<file path="config.mk">
export PLATFORM = sky130hd
export DESIGN_NAME = scsi_target_info
export DESIGN_NICKNAME = d
export VERILOG_FILES = /design/src/scsi_info_pkg.sv /design/src/scsi_target_info.sv
export SDC_FILE = /design/constraint.sdc
export NUM_CORES = 1
export LEC_CHECK = 0
export BUFFER_PORTS_ARGS = -buffer_cell sky130_fd_sc_hd__buf_2
export CORE_MARGIN = 4
export CORE_UTILIZATION = 35
export DETAILED_ROUTE_END_ITERATION = 6
export PLACE_DENSITY_LB_ADDON = 0.08
export SYNTH_ARGS = -nofsm -noshare
export SYNTH_HDL_FRONTEND = slang
export SYNTH_SLANG_ARGS = --single-unit
</file>
<file path="constraint.sdc">
create_clock -name i_clk -period 4.5 [get_ports i_clk]
set_input_delay 0.9 -clock i_clk [delete_from_list [all_inputs] [get_ports i_clk]]
set_output_delay 0.9 -clock i_clk [all_outputs]
set_load 0.05 [all_outputs]
</file>
<file path="src/scsi_info_pkg.sv">
/*
 * constants for the target-side information transfer phases:
 * bus phase codes, status codes, message codes, register map.
 * assumes a single 250 MHz clock domain.
 */
package scsi_info_pkg;
	// avalon register offsets (byte addresses)
	localparam logic [7:0] OFS_CTRL = 8'h00;
	localparam logic [7:0] OFS_STATUS = 8'h04;
	localparam logic [7:0] OFS_DATA = 8'h08;
	localparam logic [7:0] OFS_INFO = 8'h0C;
	// ctrl fields
	localparam int CTRL_GO_BIT = 0;
	localparam int CTRL_ABORT_BIT = 1;
	localparam logic [31:0] CTRL_RESET_VAL = 32'h0000_0000;
	// status byte layout
	localparam int STAT_CODE_LSB = 1;
	localparam logic [3:0] ST_GOOD = 4'h0;
	localparam logic [3:0] ST_CHECK = 4'h1;
	localparam logic [3:0] ST_BUSY = 4'h4;
	localparam logic [3:0] ST_INTERMEDIATE = 4'h8;
	localparam logic [3:0] ST_RES_CONFLICT = 4'hC;
	// message codes
	localparam logic [7:0] MSG_CMD_COMPLETE = 8'h00;
	localparam logic [7:0] MSG_SAVE_PTR = 8'h02;
	localparam logic [7:0] MSG_DISCONNECT = 8'h04;
	localparam logic [7:0] MSG_INIT_ERROR = 8'h05;
	localparam logic [7:0] MSG_ABORT = 8'h06;
	localparam logic [7:0] MSG_REJECT = 8'h07;
	localparam logic [7:0] MSG_NOP = 8'h08;
	localparam logic [7:0] MSG_PARITY_ERR = 8'h09;
	localparam logic [7:0] MSG_LINKED = 8'h0A;
	localparam logic [7:0] MSG_LINKED_FLAG = 8'h0B;
	localparam logic [7:0] MSG_DEV_RESET = 8'h0C;
	localparam int IDENT_BIT = 7;
	localparam int IDENT_DISC_BIT = 6;
	// job kinds written to ctrl bits 3:2
	localparam logic [1:0] JOB_NONE = 2'h0;
	localparam logic [1:0] JOB_IN = 2'h1;
	localparam logic [1:0] JOB_OUT = 2'h2;
	// bus settle / hold time after req rises, before ack is taken
	localparam int SETTLE_NS = 100;
	localparam int CLK_NS = 4;
	localparam int SETTLE_CYC = (SETTLE_NS + CLK_NS - 1) / CLK_NS;
	// phase states
	typedef enum logic [7:0] {
		PH_IDLE = 8'b0000_0001,
		PH_DATA = 8'b0000_0010,
		PH_STATUS = 8'b0000_0100,
		PH_MSGIN = 8'b0000_1000,
		PH_MSGOUT = 8'b0001_0000,
		PH_REJECT = 8'b0010_0000,
		PH_FREE = 8'b0100_0000,
		PH_DONE = 8'b1000_0000
	} phase_t;
endpackage

</file>
<file path="src/scsi_target_info.sv">
/*
 * target-side scsi information transfer: data in/out, status byte,
 * single-byte messages, all over async req/ack.
 * assumes arbitration/selection done outside (i_connected), scsi pins
 * are decoded true-high by pad logic, avalon master on i_clk.
 */
// Chosen here: the placing of the registers and the Avalon-MM interface to the registers.
// Summary of operation
// RULE_01 - direction from command; none skips data
// RULE_02 - asynchronous req/ack only, no offset
// RULE_03 - bus reset or power fail releases busy
// RULE_04 - check parity on every data-out byte
// RULE_05 - atn with ack: enter message out; the data-out phase (job JOB_OUT) ignores atn and stays in data
// RULE_06 - status byte: zeros, code, unit flag
// RULE_07 - unit flag set for unconfigured unit
// RULE_08 - status code encodings per table
// RULE_09 - busy target may return busy immediately
// RULE_10 - foreign reservation gives reservation conflict
// RULE_11 - linked commands return intermediate status
// RULE_12 - initiator waits 200 us after busy
// RULE_13 - every sent message is one byte
// RULE_14 - command complete after status, release busy
// RULE_15 - save pointer, disconnect, then release busy
// RULE_16 - abort clears unit, goes bus free
// RULE_17 - undefined message answered with reject
// RULE_18 - idle initiator sends no operation
// RULE_19 - message parity error: resend once
// RULE_20 - linked complete 0A, 0B with flag
// RULE_21 - device reset acts as hard reset
// RULE_22 - identify 80-FF: disconnect bit, unit
// RULE_23 - hard reset drops commands and reservations
// RULE_24 - data-out parity error gives check condition
`timescale 1ns/10ps
module scsi_target_info
	import scsi_info_pkg::*;
(
	// clock and reset
	input wire logic i_clk,
	input wire logic i_resetn,
	// avalon-mm slave
	input wire logic [7:0] i_address,
	input wire logic i_read,
	input wire logic i_write,
	input wire logic [31:0] i_writedata,
	output logic [31:0] o_readdata,
	output logic o_waitrequest,
	// scsi pins, true-high
	input wire logic i_rst,
	input wire logic i_ack,
	input wire logic i_atn,
	input wire logic [7:0] i_db,
	input wire logic i_dbp,
	output logic [7:0] o_db,
	output logic o_dbp,
	output logic o_db_oe,
	output logic o_req,
	output logic o_bsy,
	output logic o_cd,
	output logic o_io,
	output logic o_msg,
	// system
	input wire logic i_power_fail,
	input wire logic i_connected,
	output logic o_lun_cleared
);

	function automatic logic odd_par(input logic [7:0] b);
		odd_par = ~(^b);
	endfunction

	// pin synchronisers
	logic [11:0] sy1_reg;
	logic [11:0] sy2_reg;
	always_ff @(posedge i_clk or negedge i_resetn) begin
		if (!i_resetn) begin
			sy1_reg <= 12'h000;
			sy2_reg <= 12'h000;
		end else begin
			sy1_reg <= {i_rst, i_ack, i_atn, i_dbp, i_db};
			sy2_reg <= sy1_reg;
		end
	end
	logic s_rst, s_ack, s_atn, s_dbp;
	logic [7:0] s_db;
	assign {s_rst, s_ack, s_atn, s_dbp, s_db} = sy2_reg;

	// software registers
	logic [31:0] ctrl_reg;
	logic [7:0] wdata_reg;
	logic [7:0] rdata_reg;
	logic rdata_full_reg;
	logic wdata_full_reg;
	logic par_err_reg;
	logic [7:0] last_msg_reg;
	logic [7:0] ident_reg;
	logic retried_reg;
	logic reserved_reg;
	logic [3:0] code_reg;
	logic wait_reg;
	phase_t phase_reg;
	logic [5:0] settle_reg;
	logic hs_reg;
	logic [1:0] msg_step_reg;

	// ctrl: 0 go, 1 abort, 3:2 job, 4 unconfigured unit, 5 busy,
	// 6 foreign reservation, 7 link, 8 flag, 9 disconnect, 10 reserve
	wire [1:0] job = ctrl_reg[3:2];
	wire unconf = ctrl_reg[4];
	wire busy_lun = ctrl_reg[5];
	wire foreign = ctrl_reg[6];
	wire link = ctrl_reg[7];
	wire flag = ctrl_reg[8];
	wire disc = ctrl_reg[9];
	wire hard_rst = s_rst | i_power_fail; // [RULE_03]
	wire dev_rst_msg;
	wire abort_msg;

	wire data_acc = (phase_reg == PH_DATA);
	// data register waits while the byte cannot move yet
	wire stall_w = i_write && i_address == OFS_DATA && wdata_full_reg;
	wire stall_r = i_read && i_address == OFS_DATA && !rdata_full_reg;

	// avalon slave: one-cycle wait, longer for stalled data access
	always_ff @(posedge i_clk or negedge i_resetn) begin
		if (!i_resetn) begin
			o_waitrequest <= 1'b1;
			o_readdata <= 32'h0000_0000;
		end else if (!o_waitrequest) begin
			o_waitrequest <= 1'b1;
		end else if ((i_read | i_write) && !stall_w && !stall_r) begin
			o_waitrequest <= 1'b0;
			if (i_address == OFS_CTRL) begin
				o_readdata <= ctrl_reg;
			end else if (i_address == OFS_STATUS) begin
				o_readdata <= {16'h0000, phase_reg, 1'b0, reserved_reg,
					retried_reg, par_err_reg, rdata_full_reg,
					wdata_full_reg, hs_reg, i_connected};
			end else if (i_address == OFS_DATA) begin
				o_readdata <= {24'h000000, rdata_reg};
			end else if (i_address == OFS_INFO) begin
				o_readdata <= {16'h0000, last_msg_reg, ident_reg};
			end else begin
				o_readdata <= 32'h0000_0000;
			end
		end
	end
	wire wr_ok = i_write & ~o_waitrequest;
	wire rd_ok = i_read & ~o_waitrequest;

	always_ff @(posedge i_clk or negedge i_resetn) begin
		if (!i_resetn) begin
			ctrl_reg <= CTRL_RESET_VAL;
		end else if (hard_rst || dev_rst_msg) begin
			ctrl_reg <= CTRL_RESET_VAL; // [RULE_21] [RULE_23]
		end else if (wr_ok && i_address == OFS_CTRL) begin
			ctrl_reg <= i_writedata;
		end else if (phase_reg != PH_IDLE) begin // abort waits for data end
			ctrl_reg[CTRL_GO_BIT] <= 1'b0;
			ctrl_reg[CTRL_ABORT_BIT] <= data_acc & ctrl_reg[CTRL_ABORT_BIT];
		end
	end

	// reservation held by this initiator, dropped by any reset
	always_ff @(posedge i_clk or negedge i_resetn) begin
		if (!i_resetn) begin
			reserved_reg <= 1'b0;
		end else if (hard_rst || dev_rst_msg || abort_msg) begin
			reserved_reg <= 1'b0; // [RULE_23] [RULE_16]
		end else if (wr_ok && i_address == OFS_CTRL) begin
			reserved_reg <= i_writedata[10];
		end
	end

	// req/ack handshake engine; hs_reg high while req asserted
	wire hs_start;
	wire hs_done = hs_reg && s_ack && settle_reg == 6'd0;
	always_ff @(posedge i_clk or negedge i_resetn) begin
		if (!i_resetn) begin
			hs_reg <= 1'b0;
			wait_reg <= 1'b0;
			settle_reg <= 6'd0;
		end else if (hard_rst || phase_reg == PH_IDLE
				|| phase_reg == PH_FREE) begin
			hs_reg <= 1'b0;
			wait_reg <= 1'b0;
			settle_reg <= 6'd0;
		end else if (hs_done) begin
			hs_reg <= 1'b0; // [RULE_02]
			wait_reg <= 1'b1;
		end else if (wait_reg) begin
			if (!s_ack) begin
				wait_reg <= 1'b0;
			end
		end else if (settle_reg != 6'd0) begin
			settle_reg <= settle_reg - 6'd1;
		end else if (hs_start) begin
			hs_reg <= 1'b1;
			settle_reg <= 6'(SETTLE_CYC);
		end
	end
	wire hs_idle = !hs_reg && !wait_reg && settle_reg == 6'd0;

	// message decode
	wire ident = s_db[IDENT_BIT];
	wire in_out = phase_reg == PH_MSGOUT && hs_done;
	assign dev_rst_msg = in_out && s_db == MSG_DEV_RESET;
	assign abort_msg = in_out && s_db == MSG_ABORT;
	wire msg_known = ident || s_db == MSG_INIT_ERROR || s_db == MSG_ABORT
		|| s_db == MSG_NOP || s_db == MSG_PARITY_ERR
		|| s_db == MSG_DEV_RESET || s_db == MSG_REJECT;

	// status code choice
	always_ff @(posedge i_clk or negedge i_resetn) begin
		if (!i_resetn) begin
			code_reg <= ST_GOOD;
		end else if (phase_reg == PH_IDLE) begin
			if (busy_lun) begin
				code_reg <= ST_BUSY; // [RULE_09]
			end else if (foreign) begin
				code_reg <= ST_RES_CONFLICT; // [RULE_10]
			end else if (link) begin
				code_reg <= ST_INTERMEDIATE; // [RULE_11]
			end else begin
				code_reg <= ST_GOOD;
			end
		end else if (par_err_reg && code_reg != ST_RES_CONFLICT) begin
			code_reg <= ST_CHECK; // [RULE_24] [RULE_11]
		end
	end
	// [RULE_06] [RULE_07] [RULE_08]
	wire [7:0] status_byte = {3'b000, code_reg, unconf};
	wire [7:0] done_msg = !link ? MSG_CMD_COMPLETE
		: (flag ? MSG_LINKED_FLAG : MSG_LINKED); // [RULE_20] [RULE_14]

	// phase sequencer
	wire go = ctrl_reg[CTRL_GO_BIT] & i_connected;
	always_ff @(posedge i_clk or negedge i_resetn) begin
		if (!i_resetn) begin
			phase_reg <= PH_IDLE;
			msg_step_reg <= 2'd0;
		end else if (hard_rst || dev_rst_msg) begin
			phase_reg <= PH_FREE; // [RULE_03] [RULE_21]
		end else begin
			case (phase_reg)
			PH_IDLE: begin
				msg_step_reg <= 2'd0;
				if (go) begin
					if (busy_lun || foreign || job == JOB_NONE) begin
						phase_reg <= PH_STATUS; // [RULE_01] [RULE_09]
					end else begin
						phase_reg <= PH_DATA; // [RULE_01]
					end
				end
			end
			PH_DATA: begin
				if (hs_done && s_atn && job == JOB_IN) begin
					phase_reg <= PH_MSGOUT; // [RULE_05]
				end else if (ctrl_reg[CTRL_ABORT_BIT] && hs_idle && disc
						&& job == JOB_IN) begin
					phase_reg <= PH_MSGIN;
					msg_step_reg <= 2'd2; // [RULE_15]
				end else if (ctrl_reg[CTRL_ABORT_BIT] && hs_idle) begin
					phase_reg <= PH_STATUS;
				end
			end
			PH_STATUS: begin
				if (hs_done) begin
					phase_reg <= s_atn ? PH_MSGOUT : PH_MSGIN;
				end
			end
			PH_MSGIN: begin
				if (hs_done) begin
					if (s_atn) begin
						phase_reg <= PH_MSGOUT;
					end else if (msg_step_reg == 2'd2) begin
						msg_step_reg <= 2'd3; // [RULE_15]
					end else begin
						phase_reg <= PH_FREE; // [RULE_14] [RULE_15]
					end
				end
			end
			PH_MSGOUT: begin
				if (hs_done) begin
					if (abort_msg) begin
						phase_reg <= PH_FREE; // [RULE_16]
					end else if (!msg_known) begin
						phase_reg <= PH_REJECT; // [RULE_17]
					end else if (s_db == MSG_PARITY_ERR && !retried_reg) begin
						phase_reg <= PH_MSGIN; // [RULE_19]
					end else if (!s_atn) begin
						phase_reg <= PH_STATUS;
					end
				end
			end
			PH_REJECT: begin
				if (hs_done) begin
					phase_reg <= s_atn ? PH_MSGOUT : PH_STATUS;
				end
			end
			PH_FREE: begin
				phase_reg <= PH_DONE;
			end
			default: begin
				if (!ctrl_reg[CTRL_GO_BIT]) begin
					phase_reg <= PH_IDLE;
				end
			end
			endcase
		end
	end

	// one retry per message; recorded ident and last message
	always_ff @(posedge i_clk or negedge i_resetn) begin
		if (!i_resetn) begin
			retried_reg <= 1'b0;
			last_msg_reg <= MSG_NOP;
			ident_reg <= 8'h00;
		end else if (phase_reg == PH_IDLE) begin
			retried_reg <= 1'b0;
		end else if (in_out) begin
			last_msg_reg <= s_db;
			if (ident) begin
				ident_reg <= s_db; // [RULE_22]
			end
			if (s_db == MSG_PARITY_ERR) begin
				retried_reg <= 1'b1; // [RULE_19]
			end
		end else if (phase_reg == PH_MSGIN && hs_done) begin
			retried_reg <= 1'b0;
		end
	end

	// data out: receive with parity check; data in: byte from software
	always_ff @(posedge i_clk or negedge i_resetn) begin
		if (!i_resetn) begin
			rdata_reg <= 8'h00;
			rdata_full_reg <= 1'b0;
			par_err_reg <= 1'b0;
		end else if (phase_reg == PH_IDLE && go) begin
			rdata_full_reg <= 1'b0;
			par_err_reg <= 1'b0;
		end else begin
			if (data_acc && job == JOB_OUT && hs_done) begin
				rdata_reg <= s_db;
				rdata_full_reg <= 1'b1;
				if (s_dbp != odd_par(s_db)) begin
					par_err_reg <= 1'b1; // [RULE_04]
				end
			end else if (rd_ok && i_address == OFS_DATA) begin
				rdata_full_reg <= 1'b0;
			end
		end
	end

	always_ff @(posedge i_clk or negedge i_resetn) begin
		if (!i_resetn) begin
			wdata_reg <= 8'h00;
			wdata_full_reg <= 1'b0;
		end else if (hard_rst || phase_reg == PH_IDLE) begin
			wdata_full_reg <= 1'b0;
		end else if (wr_ok && i_address == OFS_DATA) begin
			wdata_reg <= i_writedata[7:0];
			wdata_full_reg <= 1'b1;
		end else if (data_acc && job == JOB_IN && hs_done) begin
			wdata_full_reg <= 1'b0;
		end
	end

	// when to request the next byte
	assign hs_start = (data_acc && job == JOB_IN && wdata_full_reg)
		|| (data_acc && job == JOB_OUT && !rdata_full_reg)
		|| phase_reg == PH_STATUS || phase_reg == PH_MSGIN
		|| phase_reg == PH_MSGOUT || phase_reg == PH_REJECT;

	// byte driven in each target-to-initiator phase [RULE_13]
	logic [7:0] tx_byte;
	always_comb begin
		tx_byte = wdata_reg;
		if (phase_reg == PH_STATUS) begin
			tx_byte = status_byte;
		end else if (phase_reg == PH_REJECT) begin
			tx_byte = MSG_REJECT; // [RULE_17]
		end else if (phase_reg == PH_MSGIN) begin
			if (msg_step_reg == 2'd2) begin
				tx_byte = MSG_SAVE_PTR;
			end else if (msg_step_reg == 2'd3) begin
				tx_byte = MSG_DISCONNECT;
			end else begin
				tx_byte = done_msg;
			end
		end
	end
	wire drive = phase_reg == PH_STATUS || phase_reg == PH_MSGIN
		|| phase_reg == PH_REJECT || (data_acc && job == JOB_IN);

	// pin outputs, registered
	always_ff @(posedge i_clk or negedge i_resetn) begin
		if (!i_resetn) begin
			o_db <= 8'h00;
			o_dbp <= 1'b0;
			o_db_oe <= 1'b0;
			o_req <= 1'b0;
			o_bsy <= 1'b0;
			o_cd <= 1'b0;
			o_io <= 1'b0;
			o_msg <= 1'b0;
			o_lun_cleared <= 1'b0;
		end else begin
			o_db <= tx_byte;
			o_dbp <= odd_par(tx_byte);
			o_db_oe <= drive && !hard_rst;
			o_req <= hs_reg && !hard_rst;
			o_bsy <= !hard_rst && phase_reg != PH_IDLE
				&& phase_reg != PH_FREE && phase_reg != PH_DONE;
			o_cd <= phase_reg == PH_STATUS || phase_reg == PH_MSGIN
				|| phase_reg == PH_MSGOUT || phase_reg == PH_REJECT;
			o_io <= drive;
			o_msg <= phase_reg == PH_MSGIN || phase_reg == PH_MSGOUT
				|| phase_reg == PH_REJECT;
			o_lun_cleared <= abort_msg || dev_rst_msg
				|| (hard_rst && phase_reg != PH_FREE); // one pulse [RULE_23]
		end
	end

endmodule // scsi_target_info

</file>
==> flow_summary.json <==
{
  "dp_hpwl_um": 15020,
  "async_flop_share_pct": 100.0,
  "place_congestion": 0.9133,
  "criticalPathCategory": "register to register",
  "detailed_place.area_um2": 8294,
  "synthFlopType": "sky130_fd_sc_hd__dfrtp_1",
  "via_count": 5765,
  "reg_to_reg_setup_timing_slack_ns": 1.49,
  "crit_fanout": 9,
  "tritoncts": "yes",
  "worst_path_max_delay_cell": "sky130_fd_sc_hd__or4_1",
  "dr_wl_met2_um": 9797,
  "cap_violations": 0,
  "rsz_0062_raised_after_global_routing": "no",
  "grt.total_usage_pct": 17.84,
  "grt_max_degree": 69,
  "post_layout_inst_area_um2": 8914,
  "dieArea_um2": 23630,
  "firstDrtPassIters": 5,
  "status": "finished, final reports clean",
  "slew_violations": 0,
  "vdd.ir_drop.worst_v": 0.0002295,
  "synth_top_cell_area_share_pct": 53.88,
  "first_global_vias": 5963,
  "synth.lib_cells_used.distinct": 68,
  "crit_required_ns": 4.82,
  "post_drt_via_cell_ratio": 5.212,
  "cp-start-kind": "register",
  "syn2layout_area_growth_pct": 19.95,
  "post-synth-top-count-cell": "sky130_fd_sc_hd__dfrtp_1",
  "finalNetCount": 887,
  "synth_sequential_area_ratio_pct": 54.94,
  "worst_r2r_startpoint": "phase_reg[1]$_DFFE_PN0P_",
  "number_of_antenna_violations_at_the_first_check_in_global_routing": 0,
  "wl_met1_um": 9544,
  "cts_resized": 0,
  "endpoint_kind": "register",
  "yosys-top-cells-area": "sky130_fd_sc_hd__dfrtp_1 (54%), sky130_fd_sc_hd__nand2_1 (7.9%), sky130_fd_sc_hd__mux2_2 (3.9%)",
  "n_antenna_cell": 0,
  "static-leakage-power_uw": 0.004202,
  "ant_nets": 0,
  "cpPeakStageDelay_ns": 0.68,
  "floorplan.rows": 53,
  "syn_nets": 788,
  "timing.final.hold_violations": 0,
  "portBuffers": 106,
  "post_syn_area_um2": 7431,
  "routed.top_layer": "met4",
  "worstHoldStart": "sy1_reg[4]$_DFF_PN0_",
  "first_iter_violations": 398,
  "yosys.area.top_type": "sky130_fd_sc_hd__dfrtp_1",
  "finalSetupTns_ns": 0,
  "dieWidth_um": 153.7,
  "regArea_um2": 4083,
  "setup_crit_start": "phase_reg[1]$_DFFE_PN0P_",
  "cts_hold_repair_buffers": 0,
  "cp.arrival_ns": 3.33,
  "number_of_clock_buffers_inserted_by_tritoncts": 17,
  "synthesis.area_per_instance_um2": 10.34,
  "clk_root_buffer_cell": "sky130_fd_sc_hd__clkbuf_16",
  "finalClockSkew_ns": 0.01188,
  "ioPinCount": 107,
  "cts.reportedPaths.clkPinSlew_ns": 0.07,
  "p_per_area_nw_per_um2": 369.7,
  "overflow": 0,
  "synth-edff-count": 0,
  "grt_first_pass_wirelength_um": 33470,
  "ys_ff_latch": 163,
  "routed_wirelength_um": 20740,
  "post_synth_inst_count": 719,
  "cp_cell_sequence": "or4_4 -> or4_1 -> a32oi_1 -> nor2_1 -> o21ai_1 -> mux2_2",
  "met3_wirelength_um": 1046,
  "fin_crit_ns": 3.009,
  "drive_above_1_share_pct": 24.31,
  "wl_per_cell_um": 18.75,
  "worst_slew_margin_rel_pct": 37.91,
  "min_path_type": "register to register",
  "final.period_utilization_pct": 66.86,
  "path_buf_inv": 0,
  "cpLargestDelayFamily": "simple AND/OR/NAND/NOR gates",
  "yosysWarningCount": 0,
  "die_height_um": 153.7,
  "maxClockFrequency_mhz": 332.3,
  "top_post_synthesis_cells_by_count": "sky130_fd_sc_hd__dfrtp_1 (160), sky130_fd_sc_hd__nand2_1 (156), sky130_fd_sc_hd__a21oi_1 (56)",
  "layout.filler_cells": 2093,
  "cts.htree.levels": 4,
  "multi_input_comb_area_um2": 3153,
  "tightestPinTransition_ns": 0.9243,
  "core_region_area_um2": 20960,
  "residual_drc": 0,
  "clk_latency_ns": 0.43,
  "maximum_number_of_buffers_from_clock_root_to_sink": 2,
  "cts.sinks": 163,
  "finalSetupViolations": 0,
  "floorplan.initialDensity_pct": 35.46,
  "post_cts_setup_driven_buffer_insertion_count": 0
}
-- final timing paths --
kind,to,depth (start not counted)
worst max-delay path,settle_reg[0]$_DFFE_PN0P_,6
worst min-delay path,sy2_reg[4]$_DFF_PN0_,0
worst max register to register,settle_reg[0]$_DFFE_PN0P_,6
worst min register to register,sy2_reg[4]$_DFF_PN0_,0
max in group asynchronous,o_waitrequest$_DFF_PN1_,2
min in group asynchronous,o_readdata[28]$_DFFE_PN0P_,1
-- through the flow --
stage / hold slack, ns / instances / utilization (%) / total power [uW] / worst slack [ns]
after global placement: 0.3329 / 1074 / 39.58 / 1771 / 1.506
after CTS: 0.3517 / 1106 / 42.54 / 3335 / 1.523
after floorplan: 0.3312 / 719 / - / 1666 / 1.721
after detailed placement: 0.3355 / 1074 / 39.58 / 1775 / 1.431
final: 0.3474 / 1106 / 42.54 / 3295 / 1.491
after global routing: 0.3561 / 1106 / 42.54 / 3424 / 1.290
-- report_power, final --
group          total [uW]  internal [uW]  switching (uW)  leakage, uW
clock                1550            893             657     0.000305
sequential           1510           1490            24.3      0.00219
combinational         232           75.1             157      0.00170
total                3290           2460             838      0.00420
-- layer usage --
metal,vias up,track usage (%)
li1,2738,-
met1,2831,24.98
met2,167,28.41
met3,29,3.377
met4,0,5.257
met5,-,0
-- placed cells by master (no fill, tap or decap), types with 12 or more instances in the layout --
cell type                   synthesis  routed
sky130_fd_sc_hd__o21ai_0           41      41
sky130_fd_sc_hd__mux2_2            26      26
sky130_fd_sc_hd__inv_1             18      18
sky130_fd_sc_hd__mux2i_1           12      12
sky130_fd_sc_hd__a21oi_1           56      56
sky130_fd_sc_hd__buf_4              0      12
sky130_fd_sc_hd__o31ai_1           13      13
sky130_fd_sc_hd__buf_2              4     105
sky130_fd_sc_hd__nand2_1          156     156
sky130_fd_sc_hd__nor2_1            35      35
sky130_fd_sc_hd__dfrtp_1          160     160
sky130_fd_sc_hd__nand3_1           13      13
sky130_fd_sc_hd__clkbuf_16          0      17
-- layout make-up --
class,count,area share [%]
Tap cell,275,3.860
Multi-Input combinational cell,499,35.37
Sequential cell,163,45.80
Inverter,18,0.7580
Clock inverter,15,2.176
Clock buffer,17,4.773
Timing Repair Buffer,119,7.257
-- cell families after synthesis --
family,count (synthesis),share of synthesized area [%]
AND/OR/NAND/NOR,273,17.75
flip-flops,163,54.94
AO/OA/AOI/OAI,156,12.80
buffers and inverters,57,3.148
multiplexers,45,7.678
XOR/XNOR,14,1.835
adder cells (fa/ha/maj),11,1.852
No activity file was read; power rests on OpenSTA's default activity.
